## src/include/pwtm_params.svh

```systemverilog
// Offsets, field positions and reset values of the pulse width timer.
`ifndef PWTM_PARAMS_SVH
`define PWTM_PARAMS_SVH

// Byte offsets of the register words on the AXI4-Lite slave.
`define PWTM_OFS_CTRL      8'h00
`define PWTM_OFS_STAT      8'h04
`define PWTM_OFS_POS_HI    8'h08
`define PWTM_OFS_POS_LO    8'h0C
`define PWTM_OFS_NEG_HI    8'h10
`define PWTM_OFS_NEG_LO    8'h14
`define PWTM_OFS_CNT_HI    8'h18
`define PWTM_OFS_CNT_LO    8'h1C

// Control register field positions.
`define PWTM_CR_CLKSEL     7
`define PWTM_CR_INSEL_HI   6
`define PWTM_CR_INSEL_LO   5
`define PWTM_CR_TGL        4
`define PWTM_CR_LVL        3
`define PWTM_CR_PRE_HI     2
`define PWTM_CR_PRE_LO     0

// Control and status register field positions.
`define PWTM_CS_EN         7
`define PWTM_CS_IE         6
`define PWTM_CS_RDYIE      5
`define PWTM_CS_OVIE       4
`define PWTM_CS_SR         3
`define PWTM_CS_FIRST_LOAD_ENABLE      2
`define PWTM_CS_RDY        1
`define PWTM_CS_OV         0

// Widths and reset values.
`define PWTM_CNT_W         16
`define PWTM_PSC_W         7
`define PWTM_CNT_MAX       16'hFFFF
`define PWTM_CNT_ZERO      16'h0000
`define PWTM_BYTE_ZERO     8'h00

// AXI response codes.
`define PWTM_RESP_OKAY     2'h0
`define PWTM_RESP_DECERR   2'h3

`endif

```

## src/include/pwtm_pkg.sv

```systemverilog
// Types shared by the pulse width timer design.
package pwtm_pkg;

  // Read view of the control register, bit 7 first.
  typedef struct packed {
    logic       clk_sel;
    logic [1:0] in_sel;
    logic       tgl;
    logic       lvl;
    logic [2:0] pre;
  } pwtm_ctrl_t;

  // Read view of the control and status register, bit 7 first.
  typedef struct packed {
    logic en;
    logic ie;
    logic rdyie;
    logic ovie;
    logic sr;
    logic first_load_enable;
    logic rdy;
    logic ov;
  } pwtm_stat_t;

  // Measurement phase after enable.
  typedef enum logic [1:0] {
    PWTM_ST_HALT,
    PWTM_ST_FIRST,
    PWTM_ST_MEAS
  } pwtm_state_t;

endpackage

```

## src/rtl/pwtm_top.sv

```systemverilog
// Pulse width timer with AXI4-Lite register slave.
//
// Implementation choices: the placing of the registers and the AXI4-Lite register port.
`timescale 1ns/1ns
`include "pwtm_params.svh"

module pwtm_top
  import pwtm_pkg::*;
#(
  parameter int AW = 8
) (
  input  wire logic          clk_i,
  input  wire logic          rst_i,
  input  wire logic          ce_i,
  input  wire logic [3:0]    meas_in_i,
  input  wire logic          alt_clk_i,
  input  wire logic [AW-1:0] s_axi_awaddr_i,
  input  wire logic          s_axi_awvalid_i,
  output logic               s_axi_awready_o,
  input  wire logic [31:0]   s_axi_wdata_i,
  input  wire logic [3:0]    s_axi_wstrb_i,
  input  wire logic          s_axi_wvalid_i,
  output logic               s_axi_wready_o,
  output logic [1:0]         s_axi_bresp_o,
  output logic               s_axi_bvalid_o,
  input  wire logic          s_axi_bready_i,
  input  wire logic [AW-1:0] s_axi_araddr_i,
  input  wire logic          s_axi_arvalid_i,
  output logic               s_axi_arready_o,
  output logic [31:0]        s_axi_rdata_o,
  output logic [1:0]         s_axi_rresp_o,
  output logic               s_axi_rvalid_o,
  input  wire logic          s_axi_rready_i,
  output logic               irq_o
);

  // Word-aligned address decode, shared by the read and write paths.
  function automatic logic [3:0] addr_word(input logic [AW-1:0] a);
    logic [3:0] w;
    w = 4'h8;
    if (a[1:0] == 2'h0 && a < AW'(8'h20)) begin
      w = {1'b0, a[4:2]};
    end
    return w;
  endfunction

  // Prescaler terminal value for a divide of two to the power of the field.
  function automatic logic [`PWTM_PSC_W-1:0] psc_top(input logic [2:0] p);
    logic [`PWTM_PSC_W-1:0] m;
    m = (`PWTM_PSC_W'(1) << p) - `PWTM_PSC_W'(1);
    return m;
  endfunction

  // Configuration and status storage.
  logic                   clk_sel_reg;
  logic [1:0]             in_sel_reg;
  logic [2:0]             pre_reg;
  logic                   tgl_reg;
  logic                   lvl_reg;
  logic                   en_reg;
  logic                   ie_reg;
  logic                   rdyie_reg;
  logic                   ovie_reg;
  logic                   first_load_enable_reg;
  logic                   rdy_reg;
  logic                   ov_reg;
  logic                   rdy_armed_reg;
  logic                   upd_pend_reg;
  pwtm_state_t            state_reg;

  // Datapath storage.
  logic [3:0]             meas_s1_reg;
  logic [3:0]             meas_s2_reg;
  logic                   alt_s1_reg;
  logic                   alt_s2_reg;
  logic                   alt_prev_reg;
  logic                   sel_prev_reg;
  logic [`PWTM_PSC_W-1:0] psc_reg;
  logic [15:0]            cnt_reg;
  logic                   clr_pend_reg;
  logic                   adv_seen_reg;
  logic [15:0]            pos_reg;
  logic [15:0]            neg_reg;
  logic [15:0]            pos_buf_reg;
  logic [15:0]            neg_buf_reg;
  logic [7:0]             cnt_lo_latch_reg;

  // Bus channel storage.
  logic [AW-1:0]          awaddr_reg;
  logic [31:0]            wdata_reg;
  logic [3:0]             wstrb_reg;

  // Combinational controls.
  logic                   sel_lvl;
  logic                   in_edge;
  logic                   src_tick;
  logic                   adv;
  logic                   ov_set;
  logic                   cap_pos;
  logic                   cap_neg;
  logic                   cap_any;
  logic                   do_wr;
  logic                   do_rd;
  logic [3:0]             wr_word;
  logic [3:0]             rd_word;
  logic                   wr_ctrl;
  logic                   wr_stat;
  logic                   soft_clr;
  logic                   rdy_clr_try;
  logic [15:0]            pos_next;
  logic [15:0]            neg_next;
  pwtm_ctrl_t             ctrl_view;
  pwtm_stat_t             stat_view;
  logic [7:0]             rd_byte;

  // Bus handshakes: a write runs once address and data are both held and no response waits.
  assign do_wr    = !s_axi_awready_o && !s_axi_wready_o && !s_axi_bvalid_o;
  assign do_rd    = s_axi_arvalid_i && s_axi_arready_o;
  assign wr_word  = addr_word(awaddr_reg);
  assign rd_word  = addr_word(s_axi_araddr_i);
  assign wr_ctrl  = do_wr && wstrb_reg[0] && wr_word == addr_word(AW'(`PWTM_OFS_CTRL));
  assign wr_stat  = do_wr && wstrb_reg[0] && wr_word == addr_word(AW'(`PWTM_OFS_STAT));

  // Soft reset pulse or a cleared enable both hold the measurement logic at rest.
  assign soft_clr = (wr_stat && wdata_reg[`PWTM_CS_SR]) || !en_reg;

  // Input mux reads only the second synchroniser stage.
  assign sel_lvl  = meas_s2_reg[in_sel_reg];
  assign in_edge  = (sel_lvl != sel_prev_reg) && state_reg != PWTM_ST_HALT;

  // Alternative clock is sampled and counted on its rising edges.
  assign src_tick = clk_sel_reg ? (alt_s2_reg && !alt_prev_reg) : 1'b1;
  assign adv      = src_tick && psc_reg == psc_top(pre_reg);
  assign ov_set   = adv && !clr_pend_reg && state_reg != PWTM_ST_HALT && cnt_reg == `PWTM_CNT_MAX;

  // The pulse that just ended had the level seen before the edge.
  assign cap_any  = in_edge && (state_reg == PWTM_ST_MEAS || first_load_enable_reg);
  assign cap_pos  = cap_any && sel_prev_reg;
  assign cap_neg  = cap_any && !sel_prev_reg;
  assign pos_next = cap_pos ? cnt_reg : pos_reg;
  assign neg_next = cap_neg ? cnt_reg : neg_reg;

  // A clear counts only after the flag was read as set.
  assign rdy_clr_try = wr_stat && !wdata_reg[`PWTM_CS_RDY] && rdy_armed_reg && rdy_reg;

  // Register read views.
  assign ctrl_view = '{clk_sel: clk_sel_reg, in_sel: in_sel_reg, tgl: tgl_reg, lvl: lvl_reg, pre: pre_reg};
  assign stat_view = '{en: en_reg, ie: ie_reg, rdyie: rdyie_reg, ovie: ovie_reg, sr: 1'b0,
                       first_load_enable: first_load_enable_reg, rdy: rdy_reg, ov: ov_reg};

  // Read data mux; width registers are seen only through their buffers.
  always_comb begin
    case (rd_word)
      4'h0:    rd_byte = ctrl_view;
      4'h1:    rd_byte = stat_view;
      4'h2:    rd_byte = pos_buf_reg[15:8];
      4'h3:    rd_byte = pos_buf_reg[7:0];
      4'h4:    rd_byte = neg_buf_reg[15:8];
      4'h5:    rd_byte = neg_buf_reg[7:0];
      4'h6:    rd_byte = cnt_reg[15:8];
      4'h7:    rd_byte = cnt_lo_latch_reg;
      default: rd_byte = `PWTM_BYTE_ZERO;
    endcase
  end

  // Two-stage synchronisers for the pins; only the second stage feeds logic.
  always_ff @(posedge clk_i or posedge rst_i) begin
    if (rst_i) begin
      meas_s1_reg  <= 4'h0;
      meas_s2_reg  <= 4'h0;
      alt_s1_reg   <= 1'b0;
      alt_s2_reg   <= 1'b0;
      alt_prev_reg <= 1'b0;
    end else if (ce_i) begin
      meas_s1_reg  <= meas_in_i;
      meas_s2_reg  <= meas_s1_reg;
      alt_s1_reg   <= alt_clk_i;
      alt_s2_reg   <= alt_s1_reg;
      alt_prev_reg <= alt_s2_reg;
    end
  end

  // Write address and data channels are taken in either order.
  always_ff @(posedge clk_i or posedge rst_i) begin
    if (rst_i) begin
      s_axi_awready_o <= 1'b1;
      s_axi_wready_o  <= 1'b1;
      s_axi_bvalid_o  <= 1'b0;
      s_axi_bresp_o   <= `PWTM_RESP_OKAY;
      awaddr_reg      <= '0;
      wdata_reg       <= 32'h0000_0000;
      wstrb_reg       <= 4'h0;
    end else if (ce_i) begin
      if (s_axi_awvalid_i && s_axi_awready_o) begin
        awaddr_reg      <= s_axi_awaddr_i;
        s_axi_awready_o <= 1'b0;
      end
      if (s_axi_wvalid_i && s_axi_wready_o) begin
        wdata_reg      <= s_axi_wdata_i;
        wstrb_reg      <= s_axi_wstrb_i;
        s_axi_wready_o <= 1'b0;
      end
      if (do_wr) begin
        s_axi_bvalid_o <= 1'b1;
        s_axi_bresp_o  <= wr_word[3] ? `PWTM_RESP_DECERR : `PWTM_RESP_OKAY;
      end
      if (s_axi_bvalid_o && s_axi_bready_i) begin
        s_axi_bvalid_o  <= 1'b0;
        s_axi_awready_o <= 1'b1;
        s_axi_wready_o  <= 1'b1;
      end
    end
  end

  // Read channel answers one cycle after the address is taken.
  always_ff @(posedge clk_i or posedge rst_i) begin
    if (rst_i) begin
      s_axi_arready_o <= 1'b1;
      s_axi_rvalid_o  <= 1'b0;
      s_axi_rdata_o   <= 32'h0000_0000;
      s_axi_rresp_o   <= `PWTM_RESP_OKAY;
    end else if (ce_i) begin
      if (do_rd) begin
        s_axi_arready_o <= 1'b0;
        s_axi_rvalid_o  <= 1'b1;
        s_axi_rdata_o   <= {24'h000000, rd_byte};
        s_axi_rresp_o   <= rd_word[3] ? `PWTM_RESP_DECERR : `PWTM_RESP_OKAY;
      end else if (s_axi_rvalid_o && s_axi_rready_i) begin
        s_axi_rvalid_o  <= 1'b0;
        s_axi_arready_o <= 1'b1;
      end
    end
  end

  // Software settings; soft reset leaves them alone.
  always_ff @(posedge clk_i or posedge rst_i) begin
    if (rst_i) begin
      clk_sel_reg <= 1'b0;
      in_sel_reg  <= 2'h0;
      pre_reg     <= 3'h0;
      en_reg      <= 1'b0;
      ie_reg      <= 1'b0;
      rdyie_reg   <= 1'b0;
      ovie_reg    <= 1'b0;
      first_load_enable_reg   <= 1'b0;
    end else if (ce_i) begin
      if (wr_ctrl) begin
        clk_sel_reg <= wdata_reg[`PWTM_CR_CLKSEL];
        in_sel_reg  <= wdata_reg[`PWTM_CR_INSEL_HI:`PWTM_CR_INSEL_LO];
        pre_reg     <= wdata_reg[`PWTM_CR_PRE_HI:`PWTM_CR_PRE_LO];
      end
      if (wr_stat) begin
        en_reg    <= wdata_reg[`PWTM_CS_EN];
        ie_reg    <= wdata_reg[`PWTM_CS_IE];
        rdyie_reg <= wdata_reg[`PWTM_CS_RDYIE];
        ovie_reg  <= wdata_reg[`PWTM_CS_OVIE];
        first_load_enable_reg <= wdata_reg[`PWTM_CS_FIRST_LOAD_ENABLE];
      end
    end
  end

  // Measurement phase: enable restarts it at the first-edge phase.
  always_ff @(posedge clk_i or posedge rst_i) begin
    if (rst_i) begin
      state_reg <= PWTM_ST_HALT;
    end else if (ce_i) begin
      if (soft_clr) begin
        state_reg <= PWTM_ST_HALT;
      end else begin
        case (state_reg)
          PWTM_ST_HALT:  state_reg <= PWTM_ST_FIRST;
          PWTM_ST_FIRST: if (in_edge) state_reg <= PWTM_ST_MEAS;
          PWTM_ST_MEAS:  state_reg <= PWTM_ST_MEAS;
          default:       state_reg <= PWTM_ST_HALT;
        endcase
      end
    end
  end

  // Edge tracking, prescaler and counter. The restart lands one cycle after the
  // upload; the tick taken at the upload edge is carried into the new count, and a tick in
  // the restart cycle only when the prescaler divides by one, so only then is no count lost across a capture.
  always_ff @(posedge clk_i or posedge rst_i) begin
    if (rst_i) begin
      sel_prev_reg <= 1'b0;
      psc_reg      <= '0;
      cnt_reg      <= `PWTM_CNT_ZERO;
      clr_pend_reg <= 1'b0;
      adv_seen_reg <= 1'b0;
    end else if (ce_i) begin
      sel_prev_reg <= sel_lvl;
      if (soft_clr) begin
        psc_reg      <= '0;
        cnt_reg      <= `PWTM_CNT_ZERO;
        clr_pend_reg <= 1'b0;
        adv_seen_reg <= 1'b0;
      end else begin
        clr_pend_reg <= in_edge;
        adv_seen_reg <= adv && !clr_pend_reg && state_reg != PWTM_ST_HALT;
        if (clr_pend_reg) begin
          psc_reg <= '0;
          cnt_reg <= {14'h0000, 2'(adv_seen_reg) + 2'(src_tick && psc_top(pre_reg) == '0)};
        end else if (state_reg != PWTM_ST_HALT) begin
          if (src_tick) begin
            psc_reg <= adv ? '0 : psc_reg + `PWTM_PSC_W'(1);
          end
          if (adv) begin
            cnt_reg <= cnt_reg + 16'h0001;
          end
        end
      end
    end
  end

  // Width registers load on every capture, whatever the ready flag says.
  always_ff @(posedge clk_i or posedge rst_i) begin
    if (rst_i) begin
      pos_reg <= `PWTM_CNT_ZERO;
      neg_reg <= `PWTM_CNT_ZERO;
    end else if (ce_i) begin
      if (soft_clr) begin
        pos_reg <= `PWTM_CNT_ZERO;
        neg_reg <= `PWTM_CNT_ZERO;
      end else begin
        pos_reg <= pos_next;
        neg_reg <= neg_next;
      end
    end
  end

  // Ready flag and read buffers. A capture while ready is set is remembered, and a
  // later clear attempt then fails and refreshes the buffers instead of losing it.
  always_ff @(posedge clk_i or posedge rst_i) begin
    if (rst_i) begin
      rdy_reg       <= 1'b0;
      upd_pend_reg  <= 1'b0;
      rdy_armed_reg <= 1'b0;
      pos_buf_reg   <= `PWTM_CNT_ZERO;
      neg_buf_reg   <= `PWTM_CNT_ZERO;
    end else if (ce_i) begin
      if (soft_clr) begin
        rdy_reg       <= 1'b0;
        upd_pend_reg  <= 1'b0;
        rdy_armed_reg <= 1'b0;
        pos_buf_reg   <= `PWTM_CNT_ZERO;
        neg_buf_reg   <= `PWTM_CNT_ZERO;
      end else begin
        if (do_rd && rd_word == 4'h1 && rdy_reg) begin
          rdy_armed_reg <= 1'b1;
        end else if (wr_stat) begin
          rdy_armed_reg <= 1'b0;
        end
        if (cap_any && !rdy_reg) begin
          rdy_reg     <= 1'b1;
          pos_buf_reg <= pos_next;
          neg_buf_reg <= neg_next;
        end else if (rdy_clr_try && (cap_any || upd_pend_reg)) begin
          pos_buf_reg  <= pos_next;
          neg_buf_reg  <= neg_next;
          upd_pend_reg <= 1'b0;
        end else if (rdy_clr_try) begin
          rdy_reg <= 1'b0;
        end else if (cap_any) begin
          upd_pend_reg <= 1'b1;
        end
      end
    end
  end

  // Overflow, toggle and level status; a set in the clear cycle wins.
  always_ff @(posedge clk_i or posedge rst_i) begin
    if (rst_i) begin
      ov_reg  <= 1'b0;
      tgl_reg <= 1'b0;
      lvl_reg <= 1'b0;
    end else if (ce_i) begin
      if (soft_clr) begin
        ov_reg  <= 1'b0;
        tgl_reg <= 1'b0;
        lvl_reg <= 1'b0;
      end else begin
        if (ov_set) begin
          ov_reg  <= 1'b1;
          lvl_reg <= sel_lvl;
        end else if (wr_stat && !wdata_reg[`PWTM_CS_OV]) begin
          ov_reg <= 1'b0;
        end
        if (in_edge) begin
          tgl_reg <= 1'b1;
        end else if (wr_ctrl && !wdata_reg[`PWTM_CR_TGL]) begin
          tgl_reg <= 1'b0;
        end
      end
    end
  end

  // Counter low byte is frozen when the high byte is read.
  always_ff @(posedge clk_i or posedge rst_i) begin
    if (rst_i) begin
      cnt_lo_latch_reg <= `PWTM_BYTE_ZERO;
    end else if (ce_i) begin
      if (soft_clr) begin
        cnt_lo_latch_reg <= `PWTM_BYTE_ZERO;
      end else if (do_rd && rd_word == 4'h6) begin
        cnt_lo_latch_reg <= cnt_reg[7:0];
      end
    end
  end

  // Interrupt request, registered so the output comes from a flip-flop.
  always_ff @(posedge clk_i or posedge rst_i) begin
    if (rst_i) begin
      irq_o <= 1'b0;
    end else if (ce_i) begin
      irq_o <= ie_reg && ((ov_reg && ovie_reg) || (rdy_reg && rdyie_reg));
    end
  end

  // Checks on the measurement and status behaviour.
  chk_ovf_sets_flag: assert property (@(posedge clk_i) disable iff (rst_i)
    ce_i && ov_set && !soft_clr |=> ov_reg && cnt_reg == `PWTM_CNT_ZERO)
    else $error("Overflow did not set the flag and wrap the counter.");

  chk_ovf_level: assert property (@(posedge clk_i) disable iff (rst_i)
    ce_i && ov_set && !soft_clr |=> lvl_reg == $past(sel_lvl))
    else $error("Level bit does not match the input at overflow.");

  chk_cap_restart: assert property (@(posedge clk_i) disable iff (rst_i)
    ce_i && in_edge && !soft_clr ##1 ce_i && !soft_clr |=> cnt_reg <= 16'h0002 && psc_reg == '0)
    else $error("Counter was not restarted one cycle after capture.");

  chk_first_discard: assert property (@(posedge clk_i) disable iff (rst_i)
    ce_i && !soft_clr && state_reg == PWTM_ST_FIRST && in_edge && !first_load_enable_reg
    |=> $stable(pos_reg) && $stable(neg_reg))
    else $error("First count was stored with first-load off.");

  chk_rdy_on_capture: assert property (@(posedge clk_i) disable iff (rst_i)
    ce_i && !soft_clr && cap_any |=> rdy_reg)
    else $error("Ready flag not set after a capture.");

  chk_buf_frozen: assert property (@(posedge clk_i) disable iff (rst_i)
    ce_i && !soft_clr && rdy_reg && !rdy_clr_try |=> $stable(pos_buf_reg) && $stable(neg_buf_reg))
    else $error("Read buffers changed while ready was set.");

  chk_clr_fails: assert property (@(posedge clk_i) disable iff (rst_i)
    ce_i && !soft_clr && rdy_clr_try && cap_any |=> rdy_reg && pos_buf_reg == pos_reg)
    else $error("Clear with a new capture did not fail and refresh.");

  chk_soft_clear: assert property (@(posedge clk_i) disable iff (rst_i)
    ce_i && soft_clr |=> cnt_reg == `PWTM_CNT_ZERO && !rdy_reg && !ov_reg && !tgl_reg && pos_buf_reg == '0)
    else $error("Soft reset left measurement state behind.");

  chk_irq_gate: assert property (@(posedge clk_i) disable iff (rst_i)
    ce_i ##1 irq_o |-> $past(ie_reg) && ($past(ov_reg && ovie_reg) || $past(rdy_reg && rdyie_reg)))
    else $error("Interrupt raised without an enabled cause.");

endmodule // pwtm_top

```

## config.mk

```make
export PLATFORM = sky130hd
export DESIGN_NAME = pwtm_top
export DESIGN_NICKNAME = d
export VERILOG_FILES = /design/src/include/pwtm_pkg.sv /design/src/rtl/pwtm_top.sv
export VERILOG_INCLUDE_DIRS = /design/src /design/src/include
export SDC_FILE = /design/constraint.sdc
export NUM_CORES = 1
export LEC_CHECK = 0
export BUFFER_PORTS_ARGS = -buffer_cell sky130_fd_sc_hd__buf_2
export CAP_MARGIN = 20
export CORE_MARGIN = 2
export CORE_UTILIZATION = 58
export DETAILED_ROUTE_END_ITERATION = 7
export PLACE_DENSITY_LB_ADDON = 0.12
export SYNTH_ARGS = -nofsm -noshare
export SYNTH_HDL_FRONTEND = slang
export SYNTH_SLANG_ARGS = --single-unit
```

## constraint.sdc

```tcl
create_clock -name clk_i -period 6.3 [get_ports clk_i]
set_input_delay 0.63 -clock clk_i [delete_from_list [all_inputs] [get_ports clk_i]]
set_output_delay 0.63 -clock clk_i [all_outputs]
set_load 0.02 [all_outputs]
```

# After elaboration in Yosys (flattened, before gate mapping)
# Cells that the tools add are included.
[totals] ram_bits=0 register_bits=163 rom_bits=0 n_memories=0 latch_bits=0
[op_classes] n_addsub=4 n_eq_ne=17 n_mux=64 reduce_logical=94 n_mul=0 n_shift=1 n_bitwise=0 div=0 n_lt_le_gt_ge=3
[op_table] cell="16-bit 2-to-1 mux" n=14
[op_table] cell="8-bit one-hot mux with 8 select lines" n=1
[op_table] cell="1-bit logical AND" n=36
[op_table] cell="7-bit 2-to-1 mux" n=5
[op_table] cell="1-bit 2-to-1 mux" n=34
[op_table] cell="2-bit AND reduction" n=17
[op_table] cell="3-bit nonzero test" n=9
[op_table] cell="16-bit by 1-bit adder with 16-bit output, second input constant" n=1
[op_table] cell="16-bit equality test, second input constant" n=1
[op_table] cell="4-bit by 3-bit equality test with 1-bit output, second input constant" n=4
[op_table] cell="8-bit by 6-bit less-than comparator with 1-bit output, second input constant" n=2
[op_table] cell="8-bit 2-to-1 mux" n=2
[op_table] cell="2-bit nonzero test" n=7
[op_table] cell="1-bit logical NOT" n=11
[op_table] cell="3-bit AND reduction" n=3
[op_table] cell="4-bit by 1-bit equality test with 1-bit output, second input constant" n=2
[op_table] cell="4-bit by 2-bit equality test with 1-bit output, second input constant" n=2
[op_table] cell="4-bit logical NOT" n=2
[op_table] cell="2-bit 2-to-1 mux" n=4
[op_table] cell="4-bit 2-to-1 mux" n=2
[op_table] cell="7-bit by 1-bit adder with 7-bit output, second input constant" n=1
[op_table] cell="7-bit equality test" n=1
[op_table] cell="7-bit logical NOT" n=1
[op_table] cell="1-bit by 3-bit left shift with 7-bit output, first input constant" n=1
[op_table] cell="14 further kinds" n=20

# Depth between registers and ports, before layout
# Gate-level depths: netlist (run 1).
[logic_depth] depth_word=12 depth_mapped=14

# Least setup slack after synthesis (run 1)
# Ideal clock, no wire load.
[synth_path] path_type="register to register" from="reg pre_reg[2]" to="reg cnt_reg[15]" period_less_slack_ns=3.143 t_required_ns=6.164 stages_incl_launch_ff=14 setup_ns=0.136 setup_slack_ns=3.157 n_path_buf=4 arrival_ns=3.006 cell_sequence="dfrtp_1 > clkbuf_1 > or3_1 > ha_1 > clkbuf_1 > xnor2_1 > xnor2_1 > or4_1 > nor3_1 > a21oi_2 > buf_6 > buf_2 > o31ai_1 > a21oi_1"
[synth_via] elab_chain_cells=6
[synth_rtl] element="start: declaration" line_no="pwtm_top.sv:57" rtl="logic [2:0] pre_reg;"
[synth_rtl] element="start signal: assignment" line_no="pwtm_top.sv:250" rtl="pre_reg <= wdata_reg[`PWTM_CR_PRE_HI:`PWTM_CR_PRE_LO];"
[synth_rtl] element="1-bit by 3-bit left shift with 7-bit output (no source line)"
[synth_rtl] element="7-bit by 2-bit subtractor with 7-bit output" line_no="pwtm_top.sv:50" rtl="m = (`PWTM_PSC_W'(1) << p) - `PWTM_PSC_W'(1);"
[synth_rtl] element="7-bit equality test" line_no="pwtm_top.sv:133" rtl="assign adv = src_tick && psc_reg == psc_top(pre_reg);"
[synth_rtl] element="1-bit logical AND" line_no="pwtm_top.sv:133"
[synth_rtl] element="3-bit nonzero test (no source line)"
[synth_rtl] element="3-bit AND reduction (no source line)"
[synth_rtl] element="end signal: assignment" line_no="pwtm_top.sv:287" rtl="cnt_reg <= `PWTM_CNT_ZERO;"
[synth_rtl] element="end signal: assignment" line_no="pwtm_top.sv:294" rtl="cnt_reg <= `PWTM_CNT_ZERO;"
[synth_rtl] element="end signal: assignment" line_no="pwtm_top.sv:302" rtl="cnt_reg <= {14'h0000, 2'(adv_seen_reg) + 2'(src_tick && psc_top(pre_reg) == '0)};"
[synth_rtl] element="end: declaration" line_no="pwtm_top.sv:79" rtl="logic [15:0] cnt_reg;"
# No other way between the ends.
# A chain may end at the register's enable or synchronous reset.

# Worst setup path in the final report (run 1)
[layout_path] from="reg pre_reg[2]" to="reg cnt_reg[13]"
# The elaborated chain is that of the path after synthesis.

==> results.tsv, run 1 <==
stage	metric	value	unit
synth	Synth cell types	62	
clock_tree	cts repair resizes	0	
clock_tree	Clock Tree Root	clkbuf_16	
detailed_routing	Detailed Route WL	18.4	mm
setup_path	Worst Path Required	6.65	ns
setup_path	crit path cell chain	or3_1, ha_1, xnor2_1, xnor2_1, or4_1, nor3_1, a21oi_2, buf_8, or4_1, a21oi_1	
pwr	combinational share of power	13.3	%
detailed_routing	DRT Pass-1 Iters	6	
pwr	worst ir drop on vdd	0.000208	V
clock_tree	Skew-Pair Late Insertion Delay	0.44	ns
placement	Area after DPL	8150	um2
synth	Synth warnings	0	
sta	Slew Viols, Final	0	
global_route	initial antenna violation count	1	
global_route	total congestion overflow	0	
placement	DPL Wire Length	12.0	mm
clock_tree	postcts setup bufs	0	
clock_tree	TritonCTS Buffers	17	
synth	Post-synth top cells	158 x dfrtp_1, 52 x nand2_1, 42 x a22o_1	
die	FP Rows	42	
global_route	global-route wire length before repair	30.6	mm
synth	post-synth top area share	50.1	%
run_status	status	complete, no violations	
pwr	P_leak	3.99	nW
setup_path	crit path kind	reg2reg	
global_route	largest net degree at the start of global routing	89	
detailed_routing	vias per cell	6.22	
global_route	GRT Util Overall	27.5	%
synth	synthesis-stage register bit count	161	
pwr	Seq pwr share	44.5	%
die	initial core utilization	59.4	%
worst_hold_path	Hold WC Path Type	in2async	
finish	post-route design area	8820	um2
sta	final worst path period share	54.7	%
synth	Syn Inst Count	679	
setup_path	max incr delay on CP	0.57	ns
setup_path	CP Buf/Inv Count	1	
clock_tree	CTS tree	done	
setup_path	Crit Path Max Fanout	26	
setup_path	crit path capture type	register	
sta	total negative slack	0	ns
sta	Hold Violations, Final	0	
clock_tree	Max Root-Sink Buffers	2	
setup_path	slowest stage cell on the critical path	dfrtp_1	
die	die area	14600	um2
placement	# port buffers	55	
finish	Final nets	779	
clock_tree	H-tree depth	4	
global_route	vias in the first global route	5847	
sta	# setup viols final	0	
sta	Fin Hold WS	0.338	ns
detailed_routing	Vias	5574	
detailed_routing	DRC viols	0	
synth	ys flop type	dfrtp_1	
die	die height	121	um
detailed_routing	WL/cell	20.6	um
detailed_routing	Antenna Nets Post-Route	0	
sta	Rel. slew slack	23.5	%
pwr	Net Sw Frac	26.1	%
die	Core Footprint	13300	um2
pwr	sw power	702	uW
setup_path	critical path's top delay family	simple AND/OR/NAND/NOR gates	
sta	Fmax achieved	0.290	GHz
sta	Worst Skew	0.00916	ns
pwr	Pwr Total	2.69	mW
sta	fin crit period	3.45	ns
synth	Post-synth ARST share	100	%
die	Top-Level Pins	107	
pwr	clock group share of total power	42.2	%
clock_tree	CTS Hold Bufs	0	
synth	synth top area cells	dfrtp_1 50%, mux2_2 5.4%, mux2i_1 4.9%	
setup_path	critical register-to-register path startpoint	pre_reg[2]$_DFFE_PP0P_	
clock_tree	clock sink total	161	
pwr	Pint	1.99	mW
synth	Post-synth EDFFs	0	
job	max-cap violation count	0	
synth	Synth area leader	dfrtp_1	
clock_tree	clk slew on worst S/H paths	0.06	ns
finish	Syn-to-layout area delta	11.7	%
finish	layout cells sized above 1	22.3	%
detailed_routing	Iteration-0 DRC Markers	496	
sta	RSZ-0062 raised after global routing	false	
synth	sequential area share after synthesis	51.1	%
setup_path	Worst EP arrival	3.80	ns
die	DIE WIDTH	121	um
pwr	PD cells	305	nW/um2
sta	worst-margin pin slew	1.15	ns
synth	Syn Area/Cell	11.6	um2
placement	placer's final routability congestion estimate	0.826	
setup_path	Worst setup SP type	register	
synth	mapped cell area	7900	um2
setup_path	Crit. Startpoint	pre_reg[2]$_DFFE_PP0P_	
synth	most frequent cell after synthesis	dfrtp_1	
path summary, 6_finish.rpt:
check                      cells after the start  slack [ns]                      endpoint
max in group asynchronous                      3        4.47   pos_buf_reg[14]$_DFFE_PP0P_
min in group clk_i                             2        0.37   s_axi_arready_o$_DFFE_PP1P_
setup reg to reg                              10        2.85       cnt_reg[13]$_DFFE_PP0P_
hold reg to reg                                2        0.48  s_axi_rdata_o[5]$_DFFE_PP0P_
setup / recovery                              10        2.85       cnt_reg[13]$_DFFE_PP0P_
hold / removal                                 2        0.34    meas_s1_reg[0]$_DFFE_PP0P_
placed cells by master (no fill, tap or decap), types with 3 or more instances in the layout:
master     netlist  routed
nand3_1         13      13
a22o_1          42      42
or3_1            8       8
xor2_1           6       6
o21ai_1          6       5
dfstp_2          3       3
mux4_2          14      14
ha_1             8       8
buf_2            8      55
buf_4           27       6
clkbuf_16        0      17
dfrtp_1        158     158
mux2i_1         39      39
clkinv_4         0       3
clkbuf_8         0       4
o21ai_0         15      15
o22ai_1          3       3
inv_1           15      14
a21boi_0         3       3
o2bb2ai_1       32      32
nor4_1           3       3
a21oi_1         20      20
nor2_1          22      22
nand4_1          7       7
or4_1           14      14
o31ai_1         13      13
and2_1           4       4
a22oi_1          4       4
mux2_1           6       6
nand2b_1         3       3
o211ai_1         3       3
bufinv_16        0       4
inv_6            0       3
nand2_1         52      52
conb_1           1      24
mux2_2          38      38
a31oi_1          5       5
and3_1           3       3
xnor2_1          9       9
per-stage QoR:
| stage | cells | setup WS (ns) | utilization [%] |
|---|---|---|---|
| 4_1_cts | 894 | 2.80 | 66.2 |
| 6_report | 896 | 2.85 | 66.4 |
| 3_3_place_gp | 860 | 2.93 | 61.1 |
| 5_1_grt | 895 | 2.66 | 66.4 |
| 3_5_place_dp | 862 | 2.82 | 61.3 |
| 2_1_floorplan | 702 | 1.33 | - |
final cells by class:
type                            instances  area (um2)
Clock buffer                           21         480
Fill cell                            1039        4470
Clock inverter                         11         174
Antenna cell                            1        2.50
Inverter                               15        61.3
Sequential cell                       161        4030
Tap cell                              176         220
Timing Repair Buffer                   63         363
Multi-Input combinational cell        448        3490
power by group through the flow:
| stage | combinational, mW | sequential, mW | clock (mW) |
|---|---|---|---|
| 3_3_place_gp | 0.341 | 1.21 | 0 |
| 4_1_cts | 0.359 | 1.19 | 1.15 |
| 3_5_place_dp | 0.353 | 1.21 | 0 |
| 2_1_floorplan | 0.283 | 1.20 | 0 |
| 5_1_grt | 0.399 | 1.21 | 1.19 |
| 6_report | 0.358 | 1.20 | 1.13 |
metal layers:
metal / up-vias / global-route usage (%) / wire length (um)
met2: 169 / 45.4 / 9240
met3: 23 / 6.75 / 1140
li1: 2520 / - / -
met1: 2862 / 36.4 / 7760
met4: 0 / 7.70 / 289
met5: - / 0 / 0
worst register-to-register path: stages, from the launching register on:
cell,delay [ns]
dfrtp_1,0.57
or3_1,0.47
ha_1,0.30
xnor2_1,0.22
xnor2_1,0.08
or4_1,0.45
nor3_1,0.32
a21oi_2,0.13
buf_8,0.20
or4_1,0.48
a21oi_1,0.14
cells by family (layout without fill, tap and decap cells):
logic type	count (synthesis)	count (layout)	share of synthesized area (%)
muxes	97	97	15.2
xor gates and xnor gates	15	15	1.66
AOI/OAI and AO/OA	156	156	14.7
and+or+nand+nor	148	148	10.1
other	1	25	0.0475
DFF	161	161	51.1
buffers and inverters	93	110	5.94
adders and majority gates	8	8	1.27
Note: power is estimated with default switching activity, not from simulation.
==> inputs of run 2 (changes only) <==
--- a/config.mk
+++ b/config.mk
@@ -6,10 +6,11 @@
 export SDC_FILE = /design/constraint.sdc
 export NUM_CORES = 1
 export LEC_CHECK = 0
+export ABC_AREA = 1
 export BUFFER_PORTS_ARGS = -buffer_cell sky130_fd_sc_hd__buf_2
 export CAP_MARGIN = 20
 export CORE_MARGIN = 2
-export CORE_UTILIZATION = 58
+export CORE_UTILIZATION = 53
 export DETAILED_ROUTE_END_ITERATION = 7
 export PLACE_DENSITY_LB_ADDON = 0.12
 export SYNTH_ARGS = -nofsm -noshare
==> constraint.sdc (replaced) <==
create_clock -name clk_i -period 3.15 [get_ports clk_i]
set_input_delay 0.315 -clock clk_i [delete_from_list [all_inputs] [get_ports clk_i]]
set_output_delay 0.315 -clock clk_i [all_outputs]
set_load 0.02 [all_outputs]
==> run 2 against run 1 <==
Clock power up 77%. Total power rose by 120%. Largest cell class unchanged. Highest routed layer unchanged. Critical endpoint unchanged. Global-route usage shrank 1.5 points. Sequential power grew 110%. Fmax rose by 23%. Cell area increased by 7.8%. Synthesized cell count up 63%. Die area is 18% higher. Synthesized area rose by 8.5%. First-iteration DRC count grew 22%. Critical path depth rose by 5. Largest power group unchanged.
==> results.tsv, run 2 <==
stage	metric	value	unit	change
detailed_routing	DRT Pass-1 Iters	5		-1
pwr	P_leak	4.67	nW	+17%
synth	Post-synth ARST share	100	%	unchanged
detailed_routing	Vias	7348		+32%
sta	fin crit period	2.80	ns	-0.649 ns
global_route	global-route wire length before repair	35.5	mm	+16%
clock_tree	TritonCTS Buffers	17		unchanged
die	initial core utilization	54.2	%	-5.3 points
die	FP Rows	46		+9.5%
die	Core Footprint	15800	um2	+19%
synth	mapped cell area	8570	um2	+8.5%
sta	Fin Hold WS	0.0126	ns	-0.325 ns
finish	Syn-to-layout area delta	11.0	%	
synth	Synth area leader	dfrtp_1		
clock_tree	clk slew on worst S/H paths	0.07	ns	about the same
sta	final worst path period share	88.9	%	+34 points
setup_path	slowest stage cell on the critical path	o21ai_4		
synth	largest family of logic cells by synthesized area	simple AND/OR/NAND/NOR gates		
finish	most frequent cells in the layout	331 x nand2_1, 158 x dfrtp_1, 110 x inv_1, 105 x nor2_1, 83 x nand3_1		
finish	Layout Utilization	60.1	%	-6.3 points
global_route	GRT Util Overall	26.0	%	-1.5 points
placement	# port buffers	55		unchanged
detailed_routing	DRC viols	0		unchanged
die	die height	131	um	+8.7%
clock_tree	CTS tree	done		
pwr	Net Sw Frac	34.3	%	+8.2 points
finish	layout cells sized above 1	13.9	%	-8.4 points
sta	Worst Skew	0.00786	ns	-0.00130 ns
synth	Synth cell types	44		-29%
synth	synthesis-stage register bit count	161		unchanged
sta	Fmax achieved	0.357	GHz	+23%
synth	synth top area cells	dfrtp_1 46%, nand2_1 14%, inv_1 4.9%		
pwr	combinational share of power	23.9	%	+11 points
die	Top-Level Pins	107		unchanged
setup_path	Worst setup SP type	register		
placement	placer's final routability congestion estimate	0.908		+9.9%
synth	most frequent cell after synthesis	nand2_1		
pwr	worst ir drop on vdd	0.000472	V	+130%
placement	Post-Place Cells	1351		+57%
clock_tree	Clock Tree Root	clkbuf_16		
global_route	global routing's busiest layer	met2		
setup_path	critical path's top delay family	simple AND/OR/NAND/NOR gates		
pwr	Seq pwr share	42.6	%	-1.9 points
pwr	Pint	3.92	mW	+97%
finish	Finished Layout Cells	1383		+54%
global_route	initial antenna violation count	0		-1
synth	Syn Area/Cell	7.75	um2	-33%
pwr	Pwr Total	5.97	mW	+120%
clock_tree	postcts setup bufs	0		unchanged
detailed_routing	Antenna Nets Post-Route	0		unchanged
clock_tree	H-tree depth	4		unchanged
clock_tree	Skew-Pair Late Insertion Delay	0.43	ns	about the same
sta	total negative slack	0	ns	unchanged
finish	diodes inserted	0		-1
setup_path	max incr delay on CP	0.66	ns	+0.09 ns
finish	post-route design area	9510	um2	+7.8%
synth	Synth warnings	0		unchanged
placement	setup slack at placement	0.413	ns	-2.40 ns
finish	Final nets	1227		+58%
global_route	met1 Usage GRT	37.3	%	+0.81 points
global_route	vias in the first global route	6937		+19%
setup_path	Worst EP arrival	3.16	ns	-0.64 ns
detailed_routing	Detailed Route WL	21.5	mm	+17%
sta	RSZ-0062 raised after global routing	false		
synth	ys flop type	dfrtp_1		
placement	DPL Wire Length	14.7	mm	+22%
setup_path	crit path capture type	register		
pwr	PD cells	627	nW/um2	+110%
synth	post-synth top area share	46.1	%	-3.9 points
finish	commonest non-fill, non-tap cell in the layout	nand2_1		
setup_path	CP Buf/Inv Count	2		+1
global_route	total congestion overflow	0		unchanged
run_status	status	complete, no violations		
setup_path	worst reg2reg path depth	15		+5
global_route	largest net degree at the start of global routing	83		-6.7%
worst_hold_path	Hold WC Path Type	in2async		
clock_tree	CTS Hold Bufs	0		unchanged
detailed_routing	WL/cell	15.5	um	-24%
placement	Area after DPL	8950	um2	+9.8%
synth	mux cell area share after synthesis	1.31	%	-14 points
synth	area share of and/or/nand/nor cells after synthesis	28.8	%	+19 points
synth	Post-synth top cells	331 x nand2_1, 158 x dfrtp_1, 111 x inv_1		
detailed_routing	Iteration-0 DRC Markers	603		+22%
job	max-cap violation count	0		unchanged
synth	Post-synth EDFFs	0		unchanged
clock_tree	cts repair resizes	0		unchanged
detailed_routing	vias per cell	5.31		-15%
sta	# setup viols final	0		unchanged
setup_path	crit path cell chain	nor2_1, nand2_1, ha_1, nand2_2, nand2_1, nand2_1, nand2_1, nand2_1, inv_1, nand2_2, nor2_4, o21ai_4, buf_4, nand2_1, o21ai_2		
sta	worst-margin pin slew	0.816	ns	-0.332 ns
die	DIE WIDTH	131	um	+8.7%
synth	sequential area share after synthesis	47.1	%	-4.0 points
clock_tree	clock sink total	161		unchanged
global_route	met3 GRT Util	4.44	%	-2.3 points
synth	adder-cell share of the synthesized area	1.17	%	-0.10 points
sta	Rel. slew slack	45.4	%	+22 points
synth	Compound-Gate Fraction of Synth Area	10.8	%	-3.9 points
sta	Slew Viols, Final	0		unchanged
pwr	clock group share of total power	33.5	%	-8.7 points
sta	final setup margin	0.350	ns	-2.50 ns
synth	Post-Synth XOR/XNOR Area	0.613	%	-1.1 points
die	die area	17200	um2	+18%
pwr	sw power	2.05	mW	+190%
global_route	met2 usage	40.2	%	-5.2 points
clock_tree	Max Root-Sink Buffers	2		unchanged
setup_path	Worst path most repeated cell	nand2_1		
synth	Syn Inst Count	1106		+63%
sta	Hold Violations, Final	0		unchanged
setup_path	WP depth	15		+5
setup_path	Worst Path Required	3.51	ns	-3.14 ns
setup_path	crit path kind	reg2reg		
setup_path	Crit Path Max Fanout	26		unchanged
==> run 2: changes by cell type in the layout (fill, tap and decap cells not counted), moves of 21 or more <==
cell and change:
a22o_1 -41, o21ai_0 +46, nor2_1 +83, o2bb2ai_1 -29, nand3_1 +70, inv_1 +96
nand4_1 +21, nand2_1 +279, mux2i_1 -39, mux2_2 -28
==> run 2: cell type report <==
class / count / area [um2]
sequential: 161 / 4030
timing repair buffer: 76 / 460
inverter: 115 / 438
clock buffer: 19 / 433
tap: 216 / 270
clock inverter: 13 / 129
fill: 1505 / 6320
multi-input combinational: 783 / 3750
==> run 2: cells by family (layout without fill, tap and decap cells) <==
| family | Yosys count | in the layout |
|---|---|---|
| mux | 10 | 10 |
| xor+xnor | 6 | 6 |
| other cells | 1 | 24 |
| flops | 161 | 161 |
| fa+ha+maj | 8 | 8 |
| compound gates | 152 | 152 |
| buf+inv | 185 | 223 |
| simple gates | 583 | 583 |
==> run 2: worst paths after layout <==
path,slack (ns),end,start
max,0.35,cnt_reg[13]$_DFFE_PP0P_,pre_reg[1]$_DFFE_PP0P_
min,0.01,pos_buf_reg[15]$_DFFE_PP0P_,rst_i
max reg2reg,0.35,cnt_reg[13]$_DFFE_PP0P_,pre_reg[1]$_DFFE_PP0P_
min reg2reg,0.47,s_axi_rdata_o[0]$_DFFE_PP0P_,s_axi_rdata_o[0]$_DFFE_PP0P_
max in group asynchronous,2.74,s_axi_arready_o$_DFFE_PP1P_,rst_i
min in group clk_i,0.08,meas_s1_reg[1]$_DFFE_PP0P_,meas_in_i[1]
==> run 2: power groups by stage <==
| stage | logic [mW] | clock network, mW | registers (mW) |
|---|---|---|---|
| 3_3_place_gp | 1.40 | 0 | 2.57 |
| 3_5_place_dp | 1.42 | 0 | 2.58 |
| 6_report | 1.43 | 2.00 | 2.54 |
| 5_1_grt | 1.60 | 2.11 | 2.58 |
| 2_1_floorplan | 1.10 | 0 | 2.57 |
| 4_1_cts | 1.43 | 2.02 | 2.55 |
==> run 2: worst register-to-register path, cell delays in order, from the launching register on <==
cell and delay [ns]:
dfrtp_1 0.46, nor2_1 0.20, nand2_1 0.12, ha_1 0.29, nand2_2 0.12, nand2_1 0.08
nand2_1 0.08, nand2_1 0.05, nand2_1 0.05, inv_1 0.04, nand2_2 0.08, nor2_4 0.07
o21ai_4 0.66, buf_4 0.29, nand2_1 0.06, o21ai_2 0.06
==> run 2: metal layers <==
layer / routed length [um] / part of all wire, % / vias up
met5: 0 / 0 / -
met4: 457 / 2.1 / 0
met3: 1350 / 6.3 / 32
met2: 9660 / 45 / 268
met1: 10000 / 47 / 3425
li1: - / - / 3623
==> inputs of run 3 (changes only) <==
--- a/config.mk
+++ b/config.mk
@@ -11,8 +11,10 @@
 export CAP_MARGIN = 20
 export CORE_MARGIN = 2
 export CORE_UTILIZATION = 53
+export CTS_CLUSTER_SIZE = 24
 export DETAILED_ROUTE_END_ITERATION = 7
 export PLACE_DENSITY_LB_ADDON = 0.12
+export REMOVE_ABC_BUFFERS = 1
 export SYNTH_ARGS = -nofsm -noshare
 export SYNTH_HDL_FRONTEND = slang
 export SYNTH_SLANG_ARGS = --single-unit
==> run 3 against run 2 <==
Highest routed layer unchanged. Sequential share of layout area about the same. Final cell count decreased by 0.51%. Largest cell class unchanged. Clock-buffer cell count decreased by 2. Register-to-register slack worse by 0.07 ns. Hold slack got worse by 0.0031 ns. Clock skew up 0.0015 ns. Critical endpoint is now cnt_reg[7]$_DFFE_PP0P_.
==> results.tsv, run 3 (synthesis gave the netlist of run 2 again) <==
stage	metric	value	unit	change
pwr	P_leak	4.68	nW	about the same
finish	Final nets	1220		-0.57%
sta	worst-margin pin slew	1.07	ns	+0.254 ns
finish	Layout Utilization	60.1	%	about the same
clock_tree	Clock Tree Root	clkbuf_16		
setup_path	slowest stage cell on the critical path	o21ai_4		
sta	final setup margin	0.278	ns	-0.0721 ns
sta	fin crit period	2.87	ns	+0.0721 ns
setup_path	max incr delay on CP	0.84	ns	+0.18 ns
finish	commonest non-fill, non-tap cell in the layout	nand2_1		
detailed_routing	WL/cell	15.4	um	-1.1%
setup_path	crit path kind	reg2reg		
detailed_routing	Vias	7308		-0.54%
pwr	worst ir drop on vdd	0.000474	V	+0.54%
finish	Reg area	4030	um2	unchanged
clock_tree	clk slew on worst S/H paths	0.07	ns	about the same
finish	# fillers	1451		-3.6%
die	FP Rows	46		unchanged
finish	most frequent cells in the layout	331 x nand2_1, 158 x dfrtp_1, 110 x inv_1, 105 x nor2_1, 83 x nand3_1		
die	Top-Level Pins	107		unchanged
setup_path	Worst path most repeated cell	nand2_1		
clock_tree	clock sink total	161		unchanged
finish	Multi-input gate area	3750	um2	unchanged
sta	Slew Viols, Final	0		unchanged
finish	diodes inserted	0		unchanged
setup_path	CP Buf/Inv Count	2		unchanged
setup_path	WP depth	13		-2
placement	Area after DPL	8900	um2	-0.57%
sta	Hold Violations, Final	0		unchanged
global_route	largest net degree at the start of global routing	91		+9.6%
setup_path	Worst setup SP type	register		
pwr	PD cells	643	nW/um2	+2.4%
clock_tree	Max Root-Sink Buffers	2		unchanged
placement	DPL Wire Length	14.1	mm	-4.2%
clock_tree	CTS tree	done		
detailed_routing	Iteration-0 DRC Markers	624		+3.5%
sta	Fmax achieved	0.348	GHz	-2.5%
placement	# port buffers	55		unchanged
sta	total negative slack	0	ns	unchanged
finish	Syn-to-layout area delta	11.1	%	about the same
detailed_routing	DRC viols	0		unchanged
die	initial core utilization	54.2	%	unchanged
setup_path	worst reg2reg path depth	13		-2
clock_tree	Skew-Pair Late Insertion Delay	0.44	ns	about the same
die	die area	17200	um2	unchanged
global_route	total congestion overflow	0		unchanged
setup_path	Worst Path Required	3.50	ns	about the same
detailed_routing	vias per cell	5.31		about the same
placement	placer's final routability congestion estimate	0.898		-1.2%
sta	RSZ-0062 raised after global routing	false		
setup_path	crit path capture type	register		
job	max-cap violation count	0		unchanged
setup_path	critical path's top delay family	compound AO/OA/AOI/OAI gates		
clock_tree	TritonCTS Buffers	17		unchanged
detailed_routing	Detailed Route WL	21.2	mm	-1.6%
clock_tree	CTS Hold Bufs	0		unchanged
sta	# setup viols final	0		unchanged
sta	final worst path period share	91.2	%	+2.3 points
setup_path	crit path cell chain	inv_4, nand2_1, ha_1, nand4_1, nand2_1, nand2_1, nand2_1, inv_1, nand2_2, nor2_4, o21ai_4, nand2_1, o21ai_2		
global_route	initial antenna violation count	0		unchanged
detailed_routing	DRT Pass-1 Iters	5		unchanged
global_route	GRT Util Overall	25.6	%	-0.37 points
die	DIE WIDTH	131	um	unchanged
sta	Fin Hold WS	0.00956	ns	-0.00306 ns
sta	Rel. slew slack	28.4	%	-17 points
sta	Worst Skew	0.00940	ns	+0.00154 ns
clock_tree	postcts setup bufs	0		unchanged
finish	Finished Layout Cells	1376		-0.51%
detailed_routing	Antenna Nets Post-Route	0		unchanged
global_route	global-route wire length before repair	35.2	mm	-0.95%
clock_tree	H-tree depth	4		unchanged
die	Core Footprint	15800	um2	unchanged
clock_tree	cts repair resizes	0		unchanged
worst_hold_path	Hold WC Path Type	in2async		
global_route	vias in the first global route	6846		-1.3%
die	die height	131	um	unchanged
finish	post-route design area	9520	um2	about the same
setup_path	Worst EP arrival	3.23	ns	+0.07 ns
placement	Post-Place Cells	1344		-0.52%
pwr	Pwr Total	6.12	mW	+2.5%
setup_path	Crit Path Max Fanout	34		+31%
run_status	status	complete, no violations		
placement	setup slack at placement	0.340	ns	-0.0738 ns
finish	layout cells sized above 1	13.5	%	-0.35 points
## run 3: cell types whose count changed in the layout (fill, tap and decap cells not counted), sizes merged
cell and change:
clkbuf -2, buf -7, clkinvlp -3, inv +3, bufinv +2
## run 3: power breakdown
group	internal (mW)	switching, mW	total, mW
Clock	1.27	0.923	2.19
Sequential	2.36	0.189	2.55
Combinational	0.423	0.952	1.38
## run 3: worst paths after layout
path                                         startpoint                      endpoint  slack [ns]
setup / recovery                 pre_reg[2]$_DFFE_PP0P_        cnt_reg[7]$_DFFE_PP0P_        0.28
max in group asynchronous                         rst_i        psc_reg[5]$_DFFE_PP0P_        2.32
hold reg to reg            s_axi_rdata_o[7]$_DFFE_PP0P_  s_axi_rdata_o[7]$_DFFE_PP0P_        0.47
min in group clk_i                         meas_in_i[1]    meas_s1_reg[1]$_DFFE_PP0P_        0.07
setup reg to reg                 pre_reg[2]$_DFFE_PP0P_        cnt_reg[7]$_DFFE_PP0P_        0.28
hold / removal                                    rst_i        neg_reg[3]$_DFFE_PP0P_        0.01
## run 3: metal layers
| metal | vias to the layer above | track usage, % | routed length, um |
|---|---|---|---|
| met5 | - | 0 | 0 |
| met3 | 40 | 3.94 | 1290 |
| met2 | 251 | 38.3 | 9260 |
| li1 | 3606 | - | - |
| met1 | 3411 | 37.9 | 10000 |
| met4 | 0 | 9.42 | 583 |
## run 3: area by class of cell
type	instances	area share, %
Sequential cell	161	42.4
Tap cell	216	2.84
Clock buffer	17	4.47
Multi-Input combinational cell	783	39.4
Timing Repair Buffer	69	4.28
Inverter	115	4.61
Clock inverter	15	2.05
